===== src/rtl/menu_pkg.sv =====
// Shared constants and types for the magnet menu and indicator control
package menu_pkg;
   localparam int CLK_HZ = 100_000_000;
   localparam int TICK_MS = 1;
   localparam int TICK_CYC = CLK_HZ / 1000 * TICK_MS;
   localparam logic [13:0] DEBOUNCE_MS = 14'h0014;
   localparam logic [13:0] SWIPE_MAX_MS = 14'h01f4;
   localparam logic [13:0] HOLD_MS = 14'h0bb8;
   localparam logic [13:0] PROMPT_MS = 14'h03e8;
   localparam logic [13:0] ENTRY_MS = PROMPT_MS + 14'h0bb8;
   localparam logic [13:0] LONG_MS = PROMPT_MS + 14'h2710;
   localparam logic [13:0] MS_MAX = 14'h3fff;
   localparam logic [13:0] STEP_MS = 14'h03e8;
   localparam logic [13:0] IDLE_MS = 14'h3a98;
   localparam logic [13:0] SCROLL_MS = 14'h0ea6;
   localparam logic [15:0] LOOP_MIN_UA = 16'h0fa0;
   localparam logic [15:0] LOOP_STEP_UA = 16'h00a0;
   localparam logic [6:0] PCT_MAX = 7'h64;
   localparam logic [7:0] RANGE_DEF = 8'h64;
   localparam logic [7:0] SPAN_DEF = 8'h19;
   localparam logic [7:0] ALM1_DEF = 8'h0a;
   localparam logic [7:0] ALM2_DEF = 8'h14;
   localparam logic [3:0] ADR_STATUS = 4'h0;
   localparam logic [3:0] ADR_ALARM = 4'h4;
   localparam logic [3:0] ADR_SPAN = 4'h8;
   localparam logic [3:0] ADR_LOOP = 4'hc;
   localparam int CFG_L1 = 0;
   localparam int CFG_L2 = 8;
   localparam int CFG_ASC1 = 16;
   localparam int CFG_ASC2 = 17;
   localparam int CFG_LAT1 = 18;
   localparam int CFG_LAT2 = 19;
   localparam int CFG_FLAT = 20;
   localparam logic [23:0] CFG_MASK = 24'h1fffff;
   localparam logic [23:0] CFG_DEF = {8'h03, ALM2_DEF, ALM1_DEF};
   localparam logic [2:0] ITEM_SIM = 3'h0;
   localparam logic [2:0] ITEM_RESTORE = 3'h1;
   localparam logic [2:0] ITEM_ALM1 = 3'h2;
   localparam logic [2:0] ITEM_ALM2 = 3'h3;
   localparam logic [2:0] ITEM_FLT = 3'h4;
   typedef enum logic [8:0] {
      ST_NORMAL = 9'h001,
      ST_MENU = 9'h002,
      ST_SIM = 9'h004,
      ST_LEVEL = 9'h008,
      ST_DIR = 9'h010,
      ST_LATCH = 9'h020,
      ST_ASAVE = 9'h040,
      ST_FLATCH = 9'h080,
      ST_FSAVE = 9'h100
   } state_t;
endpackage


===== src/rtl/menu_alarm_indicator_control.sv =====
// Magnet menu, output simulation, restore and indicator control top
//
// The register offsets and the Wishbone interface to the registers were chosen for this implementation.
`timescale 1ns/1ps
module menu_alarm_indicator_control #(
   parameter int TICK_CYC_P = menu_pkg::TICK_CYC
) (
   input wire logic clk_i,
   input wire logic rst_i,
   input wire logic wb_cyc_i,
   input wire logic wb_stb_i,
   input wire logic wb_we_i,
   input wire logic [3:0] wb_adr_i,
   input wire logic [3:0] wb_sel_i,
   input wire logic [31:0] wb_dat_i,
   output logic [31:0] wb_dat_o,
   output logic wb_ack_o,
   input wire logic first_magnet_switch_i,
   input wire logic second_magnet_switch_i,
   input wire logic [7:0] conc_i,
   input wire logic fault_i,
   input wire logic heater_done_i,
   input wire logic span_cal_ok_i,
   output logic first_alarm_lamp_o,
   output logic second_alarm_lamp_o,
   output logic fault_lamp_o,
   output logic [15:0] loop_ua_o,
   output logic sim_active_o,
   output logic in_menu_o,
   output logic [2:0] menu_item_o,
   output logic [2:0] scroll_count_o,
   output logic answer_o,
   output logic [7:0] edit_level_o,
   output logic restore_o,
   output logic sensor_ok_o
);
   import menu_pkg::*;
   localparam int TW = $clog2(TICK_CYC_P + 1);

   function automatic logic [2:0] item_prev(input logic [2:0] i);
      item_prev = (i == ITEM_SIM) ? ITEM_FLT : i - 3'h1;
   endfunction
   function automatic logic [2:0] item_next(input logic [2:0] i);
      item_next = (i == ITEM_FLT) ? ITEM_SIM : i + 3'h1;
   endfunction
   function automatic logic alarm_hit(input logic [7:0] c,
      input logic [7:0] lvl, input logic asc);
      alarm_hit = asc ? (c > lvl) : (c < lvl);
   endfunction

   state_t state, next_state;
   logic [2:0] item, next_item;
   logic [TW-1:0] tick_cnt;
   logic [1:0] raw, held, swipe, moment, hold3, entry, hold10;
   logic [13:0] idle_ms, step_ms;
   logic [6:0] pct;
   logic down;
   logic [23:0] cfg, next_cfg;
   logic [7:0] range, span, edit_level, next_level;
   logic edit_asc, edit_lat, next_asc, next_lat;
   logic do_restore, commit_alarm, commit_fault;
   logic heater_valid, span_valid;
   logic [2:0] cond, latch, lamp;

   wire tick = (tick_cnt == TW'(TICK_CYC_P - 1));
   wire step = tick && (step_ms == STEP_MS - 14'h0001);
   wire active = (|held) || (|swipe) || (|moment);
   wire idle_out = tick && (idle_ms >= IDLE_MS - 14'h0001);
   wire ch2 = (item == ITEM_ALM2);
   wire is_alarm = (item == ITEM_ALM1) || ch2;
   wire bus_req = wb_cyc_i && wb_stb_i;
   wire bus_wr = bus_req && wb_we_i && wb_ack_o;
   wire wr_alarm = bus_wr && (wb_adr_i == ADR_ALARM);
   wire wr_span = bus_wr && (wb_adr_i == ADR_SPAN);
   wire [7:0] lvl1 = cfg[CFG_L1 +: 8];
   wire [7:0] lvl2 = cfg[CFG_L2 +: 8];
   wire [31:0] status_word = {11'h000, span_valid, heater_valid,
      sensor_ok_o, lamp, scroll_count_o, item, state};
   wire [31:0] read_word =
      (wb_adr_i == ADR_STATUS) ? status_word :
      (wb_adr_i == ADR_ALARM) ? {8'h00, cfg} :
      (wb_adr_i == ADR_SPAN) ? {16'h0000, span, range} :
      (wb_adr_i == ADR_LOOP) ? {9'h000, pct, loop_ua_o} : 32'h00000000;

   assign raw = {second_magnet_switch_i, first_magnet_switch_i};
   generate
      for (genvar g = 0; g < 2; g++)
      begin : g_sw
         magnet_switch u_sw (
            .clk_i(clk_i),
            .rst_i(rst_i),
            .tick_i(tick),
            .raw_i(raw[g]),
            .held_o(held[g]),
            .swipe_o(swipe[g]),
            .moment_o(moment[g]),
            .hold3_o(hold3[g]),
            .entry_o(entry[g]),
            .long_o(hold10[g])
         );
      end
   endgenerate

   // Alarm compare, strict so equality never fires
   assign cond[0] = alarm_hit(conc_i, lvl1, cfg[CFG_ASC1]);
   assign cond[1] = alarm_hit(conc_i, lvl2, cfg[CFG_ASC2]);
   assign cond[2] = fault_i;
   assign latch = {cfg[CFG_FLAT], cfg[CFG_LAT2], cfg[CFG_LAT1]};
   // Two alarm lamps and the fault lamp
   generate
      for (genvar k = 0; k < 3; k++)
      begin : g_lamp
         alarm_lamp u_lamp (
            .clk_i(clk_i),
            .rst_i(rst_i),
            .cond_i(cond[k]),
            .latch_i(latch[k]),
            .clear_i(|swipe),
            .on_o(lamp[k])
         );
      end
   endgenerate
   assign first_alarm_lamp_o = lamp[0];
   assign second_alarm_lamp_o = lamp[1];
   assign fault_lamp_o = lamp[2];

   always_comb
   begin
      next_state = state;
      next_item = item;
      next_level = edit_level;
      next_asc = edit_asc;
      next_lat = edit_lat;
      do_restore = 1'b0;
      commit_alarm = 1'b0;
      commit_fault = 1'b0;
      case (state)
         ST_NORMAL:
            if (|moment)
            begin
               next_state = ST_MENU;
               next_item = ITEM_SIM;
            end
         ST_MENU:
            if (moment[0])
               next_item = item_prev(item);
            else if (moment[1])
               next_item = item_next(item);
            else if (idle_out)
               next_state = ST_NORMAL;
            else if ((|hold10) && item == ITEM_SIM)
               next_state = ST_SIM;
            else if (hold10[0] && item == ITEM_RESTORE)
               do_restore = 1'b1;
            else if ((|entry) && is_alarm)
            begin
               next_state = ST_LEVEL;
               next_level = ch2 ? lvl2 : lvl1;
               next_asc = ch2 ? cfg[CFG_ASC2] : cfg[CFG_ASC1];
               next_lat = ch2 ? cfg[CFG_LAT2] : cfg[CFG_LAT1];
            end
            else if ((|entry) && item == ITEM_FLT)
            begin
               next_state = ST_FLATCH;
               next_lat = cfg[CFG_FLAT];
            end
         ST_SIM:
            if (hold3[0])
            begin
               next_state = ST_MENU;
               next_item = item_prev(item);
            end
            else if (hold3[1])
            begin
               next_state = ST_MENU;
               next_item = item_next(item);
            end
         ST_LEVEL:
            if (|hold3)
               next_state = ST_DIR;
            else if (swipe[0] && edit_level < range)
               next_level = edit_level + 8'h01;
            else if (swipe[1] && edit_level != 8'h00)
               next_level = edit_level - 8'h01;
         ST_DIR:
            if (|hold3)
               next_state = ST_LATCH;
            else if (|swipe)
               next_asc = !edit_asc;
         ST_LATCH:
            if (|hold3)
               next_state = ST_ASAVE;
            else if (|swipe)
               next_lat = !edit_lat;
         ST_ASAVE:
            if (|hold3)
            begin
               next_state = ST_MENU;
               commit_alarm = 1'b1;
            end
         ST_FLATCH:
            if (|hold3)
               next_state = ST_FSAVE;
            else if (|swipe)
               next_lat = !edit_lat;
         ST_FSAVE:
            if (|hold3)
            begin
               next_state = ST_MENU;
               commit_fault = 1'b1;
            end
         default:
            next_state = ST_NORMAL;
      endcase
   end

   always_comb
   begin
      next_cfg = cfg;
      if (wr_alarm)
         for (int b = 0; b < 3; b++)
            if (wb_sel_i[b])
               next_cfg[b*8 +: 8] = wb_dat_i[b*8 +: 8];
      if (commit_alarm && ch2)
      begin
         next_cfg[CFG_L2 +: 8] = edit_level;
         next_cfg[CFG_ASC2] = edit_asc;
         next_cfg[CFG_LAT2] = edit_lat;
      end
      else if (commit_alarm)
      begin
         next_cfg[CFG_L1 +: 8] = edit_level;
         next_cfg[CFG_ASC1] = edit_asc;
         next_cfg[CFG_LAT1] = edit_lat;
      end
      if (commit_fault)
         next_cfg[CFG_FLAT] = edit_lat;
      if (do_restore)
         next_cfg = CFG_DEF;
      next_cfg = next_cfg & CFG_MASK;
   end

   always_ff @(posedge clk_i)
   begin
      if (rst_i || tick)
         tick_cnt <= '0;
      else
         tick_cnt <= tick_cnt + TW'(1);
   end

   always_ff @(posedge clk_i)
   begin
      if (rst_i)
      begin
         state <= ST_NORMAL;
         item <= ITEM_SIM;
         edit_level <= 8'h00;
         edit_asc <= 1'b0;
         edit_lat <= 1'b0;
         cfg <= CFG_DEF;
         restore_o <= 1'b0;
      end
      else
      begin
         state <= next_state;
         item <= next_item;
         edit_level <= next_level;
         edit_asc <= next_asc;
         edit_lat <= next_lat;
         cfg <= next_cfg;
         restore_o <= do_restore;
      end
   end

   // Menu idle timer, runs only on a menu item, cleared by switch activity
   always_ff @(posedge clk_i)
   begin
      if (rst_i || state != ST_MENU || active)
         idle_ms <= 14'h0000;
      else if (tick && idle_ms != MS_MAX)
         idle_ms <= idle_ms + 14'h0001;
   end
   always_ff @(posedge clk_i)
   begin
      if (rst_i)
         scroll_count_o <= 3'h0;
      else
         scroll_count_o <= 3'(idle_ms / SCROLL_MS);
   end

   // Simulation ramp, no timeout applies in this state
   always_ff @(posedge clk_i)
   begin
      if (rst_i || state != ST_SIM || step)
         step_ms <= 14'h0000;
      else if (tick)
         step_ms <= step_ms + 14'h0001;
   end
   always_ff @(posedge clk_i)
   begin
      if (rst_i || state != ST_SIM)
      begin
         pct <= 7'h00;
         down <= 1'b0;
      end
      else if (step && !down && pct == PCT_MAX)
      begin
         down <= 1'b1;
         pct <= pct - 7'h01;
      end
      else if (step && down && pct == 7'h00)
      begin
         down <= 1'b0;
         pct <= 7'h01;
      end
      else if (step)
         pct <= down ? pct - 7'h01 : pct + 7'h01;
   end
   always_ff @(posedge clk_i)
   begin
      if (rst_i)
         loop_ua_o <= LOOP_MIN_UA;
      else
         loop_ua_o <= LOOP_MIN_UA + 16'(pct) * LOOP_STEP_UA;
   end

   // Range, span and calibration validity
   always_ff @(posedge clk_i)
   begin
      if (rst_i)
      begin
         range <= RANGE_DEF;
         span <= SPAN_DEF;
         heater_valid <= 1'b0;
         span_valid <= 1'b0;
      end
      else
      begin
         if (do_restore)
         begin
            range <= RANGE_DEF;
            span <= SPAN_DEF;
         end
         else if (wr_span)
         begin
            if (wb_sel_i[0])
               range <= wb_dat_i[7:0];
            if (wb_sel_i[1])
               span <= wb_dat_i[15:8];
         end
         heater_valid <= heater_done_i || (heater_valid && !do_restore);
         span_valid <= (span_cal_ok_i && heater_valid) ||
            (span_valid && !do_restore);
      end
   end

   always_ff @(posedge clk_i)
   begin
      if (rst_i)
      begin
         wb_ack_o <= 1'b0;
         wb_dat_o <= 32'h00000000;
      end
      else
      begin
         wb_ack_o <= bus_req && !wb_ack_o;
         if (bus_req && !wb_ack_o)
            wb_dat_o <= read_word;
      end
   end

   assign sensor_ok_o = heater_valid && span_valid;
   assign sim_active_o = (state == ST_SIM);
   assign in_menu_o = (state != ST_NORMAL);
   assign menu_item_o = item;
   assign answer_o = (state == ST_DIR) ? edit_asc : edit_lat;
   assign edit_level_o = edit_level;
endmodule


===== src/rtl/magnet_switch.sv =====
// Magnet switch synchroniser, debouncer and hold classifier
`timescale 1ns/1ps
module magnet_switch (
   input wire logic clk_i,
   input wire logic rst_i,
   input wire logic tick_i,
   input wire logic raw_i,
   output logic held_o,
   output logic swipe_o,
   output logic moment_o,
   output logic hold3_o,
   output logic entry_o,
   output logic long_o
);
   import menu_pkg::*;
   logic s1, s2, held;
   logic [13:0] db_cnt, ms;
   wire changing = (s2 != held);
   wire db_done = changing && tick_i && (db_cnt == DEBOUNCE_MS - 14'h0001);
   wire release_ev = db_done && held;
   wire at_ms = held && tick_i;
   always_ff @(posedge clk_i)
   begin
      if (rst_i)
      begin
         s1 <= 1'b0;
         s2 <= 1'b0;
      end
      else
      begin
         s1 <= raw_i;
         s2 <= s1;
      end
   end
   // Stable for the debounce time before the level is accepted
   always_ff @(posedge clk_i)
   begin
      if (rst_i || !changing || db_done)
         db_cnt <= 14'h0000;
      else if (tick_i)
         db_cnt <= db_cnt + 14'h0001;
   end
   always_ff @(posedge clk_i)
   begin
      if (rst_i)
      begin
         held <= 1'b0;
         ms <= 14'h0000;
         swipe_o <= 1'b0;
         moment_o <= 1'b0;
         hold3_o <= 1'b0;
         entry_o <= 1'b0;
         long_o <= 1'b0;
      end
      else
      begin
         if (db_done)
            held <= s2;
         if (!held)
            ms <= 14'h0000;
         else if (tick_i && ms != MS_MAX)
            ms <= ms + 14'h0001;
         // Classify by hold duration
         swipe_o <= release_ev && (ms < SWIPE_MAX_MS);
         moment_o <= release_ev && (ms >= SWIPE_MAX_MS) && (ms < HOLD_MS);
         hold3_o <= at_ms && (ms == HOLD_MS - 14'h0001);
         entry_o <= at_ms && (ms == ENTRY_MS - 14'h0001);
         long_o <= at_ms && (ms == LONG_MS - 14'h0001);
      end
   end
   assign held_o = held;
endmodule


===== src/rtl/alarm_lamp.sv =====
// Indicator lamp with optional latching and swipe clear
`timescale 1ns/1ps
module alarm_lamp (
   input wire logic clk_i,
   input wire logic rst_i,
   input wire logic cond_i,
   input wire logic latch_i,
   input wire logic clear_i,
   output logic on_o
);
   // Condition wins over a clear in the same cycle
   wire next_on = cond_i || (latch_i && on_o && !clear_i);
   always_ff @(posedge clk_i)
   begin
      if (rst_i)
         on_o <= 1'b0;
      else
         on_o <= next_on;
   end
endmodule


===== config.mk =====
export PLATFORM = sky130hd
export DESIGN_NAME = menu_alarm_indicator_control
export DESIGN_NICKNAME = d
export VERILOG_FILES = /design/src/rtl/menu_pkg.sv /design/src/rtl/menu_alarm_indicator_control.sv /design/src/rtl/magnet_switch.sv /design/src/rtl/alarm_lamp.sv
export SDC_FILE = /design/constraint.sdc
export NUM_CORES = 1
export LEC_CHECK = 0
export BUFFER_PORTS_ARGS = -buffer_cell sky130_fd_sc_hd__buf_2
export CAP_MARGIN = 10
export CORE_UTILIZATION = 25
export CTS_CLUSTER_SIZE = 40
export DETAILED_ROUTE_END_ITERATION = 16
export GPL_TIMING_DRIVEN = 0
export SETUP_SLACK_MARGIN = 0.1
export SYNTH_ARGS = -nofsm -noshare
export SYNTH_HDL_FRONTEND = slang
export SYNTH_HIERARCHICAL = 1
export SYNTH_SLANG_ARGS = --single-unit
export TNS_END_PERCENT = 30

===== constraint.sdc =====
create_clock -name clk_i -period 7 [get_ports clk_i]
set_clock_uncertainty 0.1 [all_clocks]
set_input_delay 1.75 -clock clk_i [delete_from_list [all_inputs] [get_ports clk_i]]
set_output_delay 1.75 -clock clk_i [all_outputs]
set_load 0.05 [all_outputs]

Yosys cells after proc, flatten, opt, wreduce, memory -nomap -nowiden
Cells that the tools add are included.

operators by class
  add/sub/neg operators = 14
  $mul = 1
  divide/modulo/power cells = 1
  magnitude comparators = 12
  eq/ne operators = 58
  muxes and demuxes = 92
  bitwise logic cells = 2
  reduce and logical (&&, ||, !) cells = 113

operator list
  kind                                                                      number
  9-bit two-way mux                                                         15
  8-bit two-way mux                                                         15
  14-bit by 1-bit adder with 14-bit output (second input constant)          6
  9-bit case mux with 8 select lines                                        1
  23-bit two-way mux                                                        3
  14-bit by 12-bit equality test with 1-bit output (second input constant)  4
  1-bit logical AND                                                         52
  14-bit inequality test (second input constant)                            3
  1-bit two-way mux                                                         40
  14-bit equality test (second input constant)                              2
  14-bit by 5-bit equality test with 1-bit output (second input constant)   2
  14-bit by 9-bit >= comparator with 1-bit output (second input constant)   2
  14-bit by 12-bit < comparator with 1-bit output (second input constant)   2
  14-bit by 9-bit < comparator with 1-bit output (second input constant)    2
  7-bit two-way mux                                                         4
  2-bit inequality test (second input constant)                             14
  9-bit AND reduction                                                       3
  8-bit < comparator                                                        3
  24-bit two-way mux                                                        1
  2-bit OR reduction                                                        11
  21-bit two-way mux                                                        1
  3-bit two-way mux                                                         7
  2-bit nonzero test                                                        9
  17-bit by 1-bit adder with 17-bit output (second input constant)          1
  other kinds (52)                                                          90

storage, ports and cells
  register bits = 242
  input bits = 58
  output and inout port bits = 71
  logic and storage cells = 339

Logic depth before layout (Yosys ltp)
  depth in word-level cells = 11
  depth in mapped cells = 18
  depth with buffers taken out = 18

Hierarchy
Netlist, hierarchy kept.

modules (own cells, without submodules)
  module                        times used  cells each  area each (um2)
  menu_alarm_indicator_control  1           1167        9452.8
  magnet_switch                 2           203         1720.4
  alarm_lamp                    3           4           36.3

Least setup slack after synthesis
Ideal clock, no wire load.

  path kind = register -> register
  start point = register edit_level[1], in the netlist edit_level_o[1]
  end point = register edit_level[7], in the netlist edit_level_o[7]
  setup time = 0.123 ns
  data arrival time = 3.923 ns
  slack = 2.854 ns
  cell stages (with the launch flop) = 18
  path buffers = 0
  clock period less this slack = 4.146 ns
  path through = dfxtp_1 -> ha_1 -> a21o_1 -> a21o_1 -> a21o_1 -> a211o_1 -> a21boi_0 -> nor2_1 -> ha_1 -> a21o_1 -> a21oi_1 -> o21bai_1 -> a21oi_1 -> o21ai_0 -> xnor2_1 -> or3_1 -> a21oi_1 -> o21ai_0

on the way
  cells in the longest elaborated chain, start to end = 5
  elaborated cells between the ends (all ways) = 12
  classes of those cells = add/sub (2); order compare (1); eq/ne (1); mux (4); reduce/logical (4)

RTL lines
  item                                                                                      line                                                                      RTL
  from (decl)                                                                               menu_alarm_indicator_control.sv:59                                        logic [7:0] range, span, edit_level, next_level;
  from (signal assigned)                                                                    menu_alarm_indicator_control.sv:267                                       edit_level <= next_level;
  8-bit by 1-bit subtractor with 8-bit output / 8-bit < comparator (equally long branches)  menu_alarm_indicator_control.sv:184, menu_alarm_indicator_control.sv:181
  8-bit two-way mux / 1-bit logical AND (equally long branches)                             menu_alarm_indicator_control.sv:183, menu_alarm_indicator_control.sv:181
  8-bit two-way mux                                                                         menu_alarm_indicator_control.sv:181                                       else if (swipe[0] && edit_level < range)
  8-bit two-way mux                                                                         menu_alarm_indicator_control.sv:179                                       if (|hold3)
  8-bit case mux with 2 select lines                                                        menu_alarm_indicator_control.sv:137                                       case (state)

Parallel ways exist; a longest one is shown, timed or not. The select of a mux whose other input is x is not followed.
A chain may end at the register's enable or synchronous reset.

Worst setup path after layout
  start point = register state[4]
  end point = output sim_active_o

on the way
  cells in the longest elaborated chain, start to end = 1

RTL lines
  item                                            line                                 RTL
  from (decl)                                     menu_alarm_indicator_control.sv:51   state_t state, next_state;
  from (signal assigned)                          menu_alarm_indicator_control.sv:265  state <= next_state;
  9-bit by 3-bit equality test with 1-bit output  menu_alarm_indicator_control.sv:373  assign sim_active_o = (state == ST_SIM);
  to (decl)                                       menu_alarm_indicator_control.sv:28   output logic sim_active_o,

No other way between the ends.

==> results.md <==
- Starting density of the core: 25.35%
- Reg clk slew, reported paths: 0.06 ns
- # diodes: 0
- 1st-iter DRT viols: between 900 and 1k
- Vias/cell: 5.011
- Synth warn: 6
- Lkg Pwr: roughly 6 nW
- Final hold violations: 0
- Netlist Area Pre-Place: between 10,000 and 15,000 sq um
- Total GRT Usage: 14.31%
- Horiz. Die Dim: 230.1 microns
- Crit Path Class: register to primary output
- Synthesized flop and latch total: 228
- Synth async-reset ratio: 0%
- First-pass GRT wire length: 61,810 microns
- DR pass1 iterations: 6
- Post-layout min period: 4.445 ns
- Fillers: 5,448
- Critical Path End Type: primary output
- Port bufs: 100
- CTS max path bufs: 3
- Post-CTS setup buffer count: 0
- Routability cong.: 0.9346
- Routed WL: 39,400 microns
- Worst Path Arrival: 2.60 ns
- Final Setup Violations: 0
- Max-cap violations: 0
- Grt ovf: 0
- TritonCTS clock tree: done
- Via count: 12.16k
- Hold Crit Class: register to register
- Status: finished clean
- Pwr per Cell Area: 199.9 nW/um^2
- Number of top-level pins: 129
- Maximum clock rate: 0.2250 GHz
- Ys flop type: dfxtp_1
- Post-Syn Instances: approximately 1.6k
- CP Max Fanout: 10
- Final core utilization: 29.81%
- Die Area: 52,930 sq um
- H-tree depth: 1
- Initial antenna violation count: 1
- Die Y: ~230 microns
- EDFF count, synth: 0
- Total CTS buffers: 26
- Slew HR: 24.58%
- Largest net degree at the start of global routing: 17
- Core Area: between 50,000 and 60,000 sq um
- HPWL Detailed: between 20,000 and 30,000 microns
- Hold buffer count at CTS: 0
- Vias in the first global route: between 10k and 15k
- CTS root buf: clkbuf_16
- Worst skew pair latency: around 0.54 ns
- Drt drc: 0
- Final setup TNS: 0 ns
- Worst-Margin Slew: 1.123 ns
- Final Max Slew Viols: 0
- Unrepaired setup endpoints after global routing: false
- Wire per inst: 16.23 microns
- Syn avg cell area: 8.203 sq um
- Num Clock Sinks: 228
- Layout Nets: approximately 1.8k
- Area Growth Syn to Fin: 17.62%
- Data required time of the worst path: 5.15 ns
- Distinct cells, synth: 82
- Seq/Total Area, Yosys: 35.10%
- Crit path launch type: register
- Post-DRT Antenna Nets: 0
- CTS-repair resized insts: 0
- Worst IR drop on VDD: 157.3 uV
- Layout cell share with drive strength beyond 1: 11.39%
- Rows: between 80 and 90
- Final period utilization: 63.50%
## through the flow
step / hold slack (ns) / area [sq um] / setup WS, ns / std cells / total power, W
finish: 0.3394 / 15290 / 2.555 / 2427 / 0.003057
global route: 0.3645 / 15290 / 2.355 / 2427 / 0.003166
CTS: 0.3364 / 15290 / 2.561 / 2426 / 0.003084
detailed placement: 0.3227 / 14410 / 2.709 / 2379 / 0.001665
global placement: 0.3191 / 14410 / 2.767 / 2379 / 0.001662
floorplan: 0.3138 / 13060 / 2.854 / 1599 / 0.001575
## cell usage in the layout (no fill, tap or decap), types with 38 or more instances in the layout
cell	Yosys	layout
a21oi_1	78	78
buf_2	3	104
clkbuf_1	71	78
dfxtp_1	228	228
ha_1	59	59
inv_1	56	56
mux2i_1	75	75
nand2_1	143	143
nand3_1	60	60
nand4_1	38	38
nor2_1	211	211
nor3_1	44	44
o21ai_0	65	65
xnor2_1	46	46
xor2_1	41	41
## layout make-up
class,count,area [sq um],area share (%)
buffer,95,429.2,2.806
clock inverter,9,125.1,0.8181
tap,680,850.8,5.563
sequential,228,4564,29.85
inverter,57,214.0,1.399
multi-input combinational,1219,7848,51.31
timing repair buffer,101,505.5,3.305
clock buffer,38,757.0,4.950
## synthesized netlist by cell type (27+ instances only)
library cell	count	area, sq um
nand4_1	38	237.7
ha_1	59	738.2
xor2_1	41	359.1
inv_1	56	210.2
mux2i_1	75	750.7
a21oi_1	78	390.4
nor2_1	211	792.0
clkbuf_1	71	266.5
nand3_1	60	300.3
o21ai_0	65	325.3
dfxtp_1	228	4564
nand2_1	143	536.8
nor3_1	44	220.2
a211oi_1	27	202.7
xnor2_1	46	402.9
## flip-flops by register name, indices dropped and copies added (netlist names), 9 cells and up
signal,flops
tick_cnt,17
step_ms,14
wb_dat_o,23
idle_ms,14
state,9
cfg,21
g_sw.u_sw/db_cnt,28
loop_ua_o,11
g_sw.u_sw/ms,28
## cells by family (layout without fill, tap and decap cells)
| logic type | after synthesis | after routing | synth area share [%] |
|---|---|---|---|
| flops | 228 | 228 | 35.10 |
| compound gates | 303 | 303 | 15.28 |
| fa+ha+maj | 61 | 61 | 5.985 |
| simple gates | 666 | 666 | 25.52 |
| mux | 87 | 87 | 7.275 |
| buf+inv | 152 | 300 | 4.946 |
| xor+xnor | 87 | 87 | 5.860 |
| other cells | 1 | 15 | 0.02884 |
## power by group
group	switching [W]	internal (W)
Combinational	0.000205	0.0000991
Clock	0.000559	0.000857
Sequential	0.0000242	0.00131
## per-layer routing
metal | global-route usage (%) | vias up | wire, microns
li1 | - | 5926 | -
met1 | 19.01 | 5786 | 17890
met2 | 23.80 | 371 | 18140
met3 | 1.674 | 76 | 2086
met4 | 4.988 | 2 | 1271
met5 | 0 | - | 13
## critical path, stage by stage, from the launching register on
cell and delay [ns]:
dfxtp_1 0.30, clkbuf_1 0.21, or4_1 0.59, nor3_1 0.15, nand3_1 0.20, clkinv_1 0.29, buf_2 0.33
## worst paths after layout
| kind | from | end | slack [ns] | cells after the start |
|---|---|---|---|---|
| setup / recovery | state[4] | sim_active_o | 2.55 | 6 |
| hold / removal | g_sw[1].u_sw/s1 | g_sw[1].u_sw/s2 | 0.34 | 1 |
| setup reg to reg | edit_level_o[1] | edit_level_o[7] | 2.72 | 17 |
| hold reg to reg | g_sw[1].u_sw/s1 | g_sw[1].u_sw/s2 | 0.34 | 1 |
No activity file was read; power rests on OpenSTA's default activity.
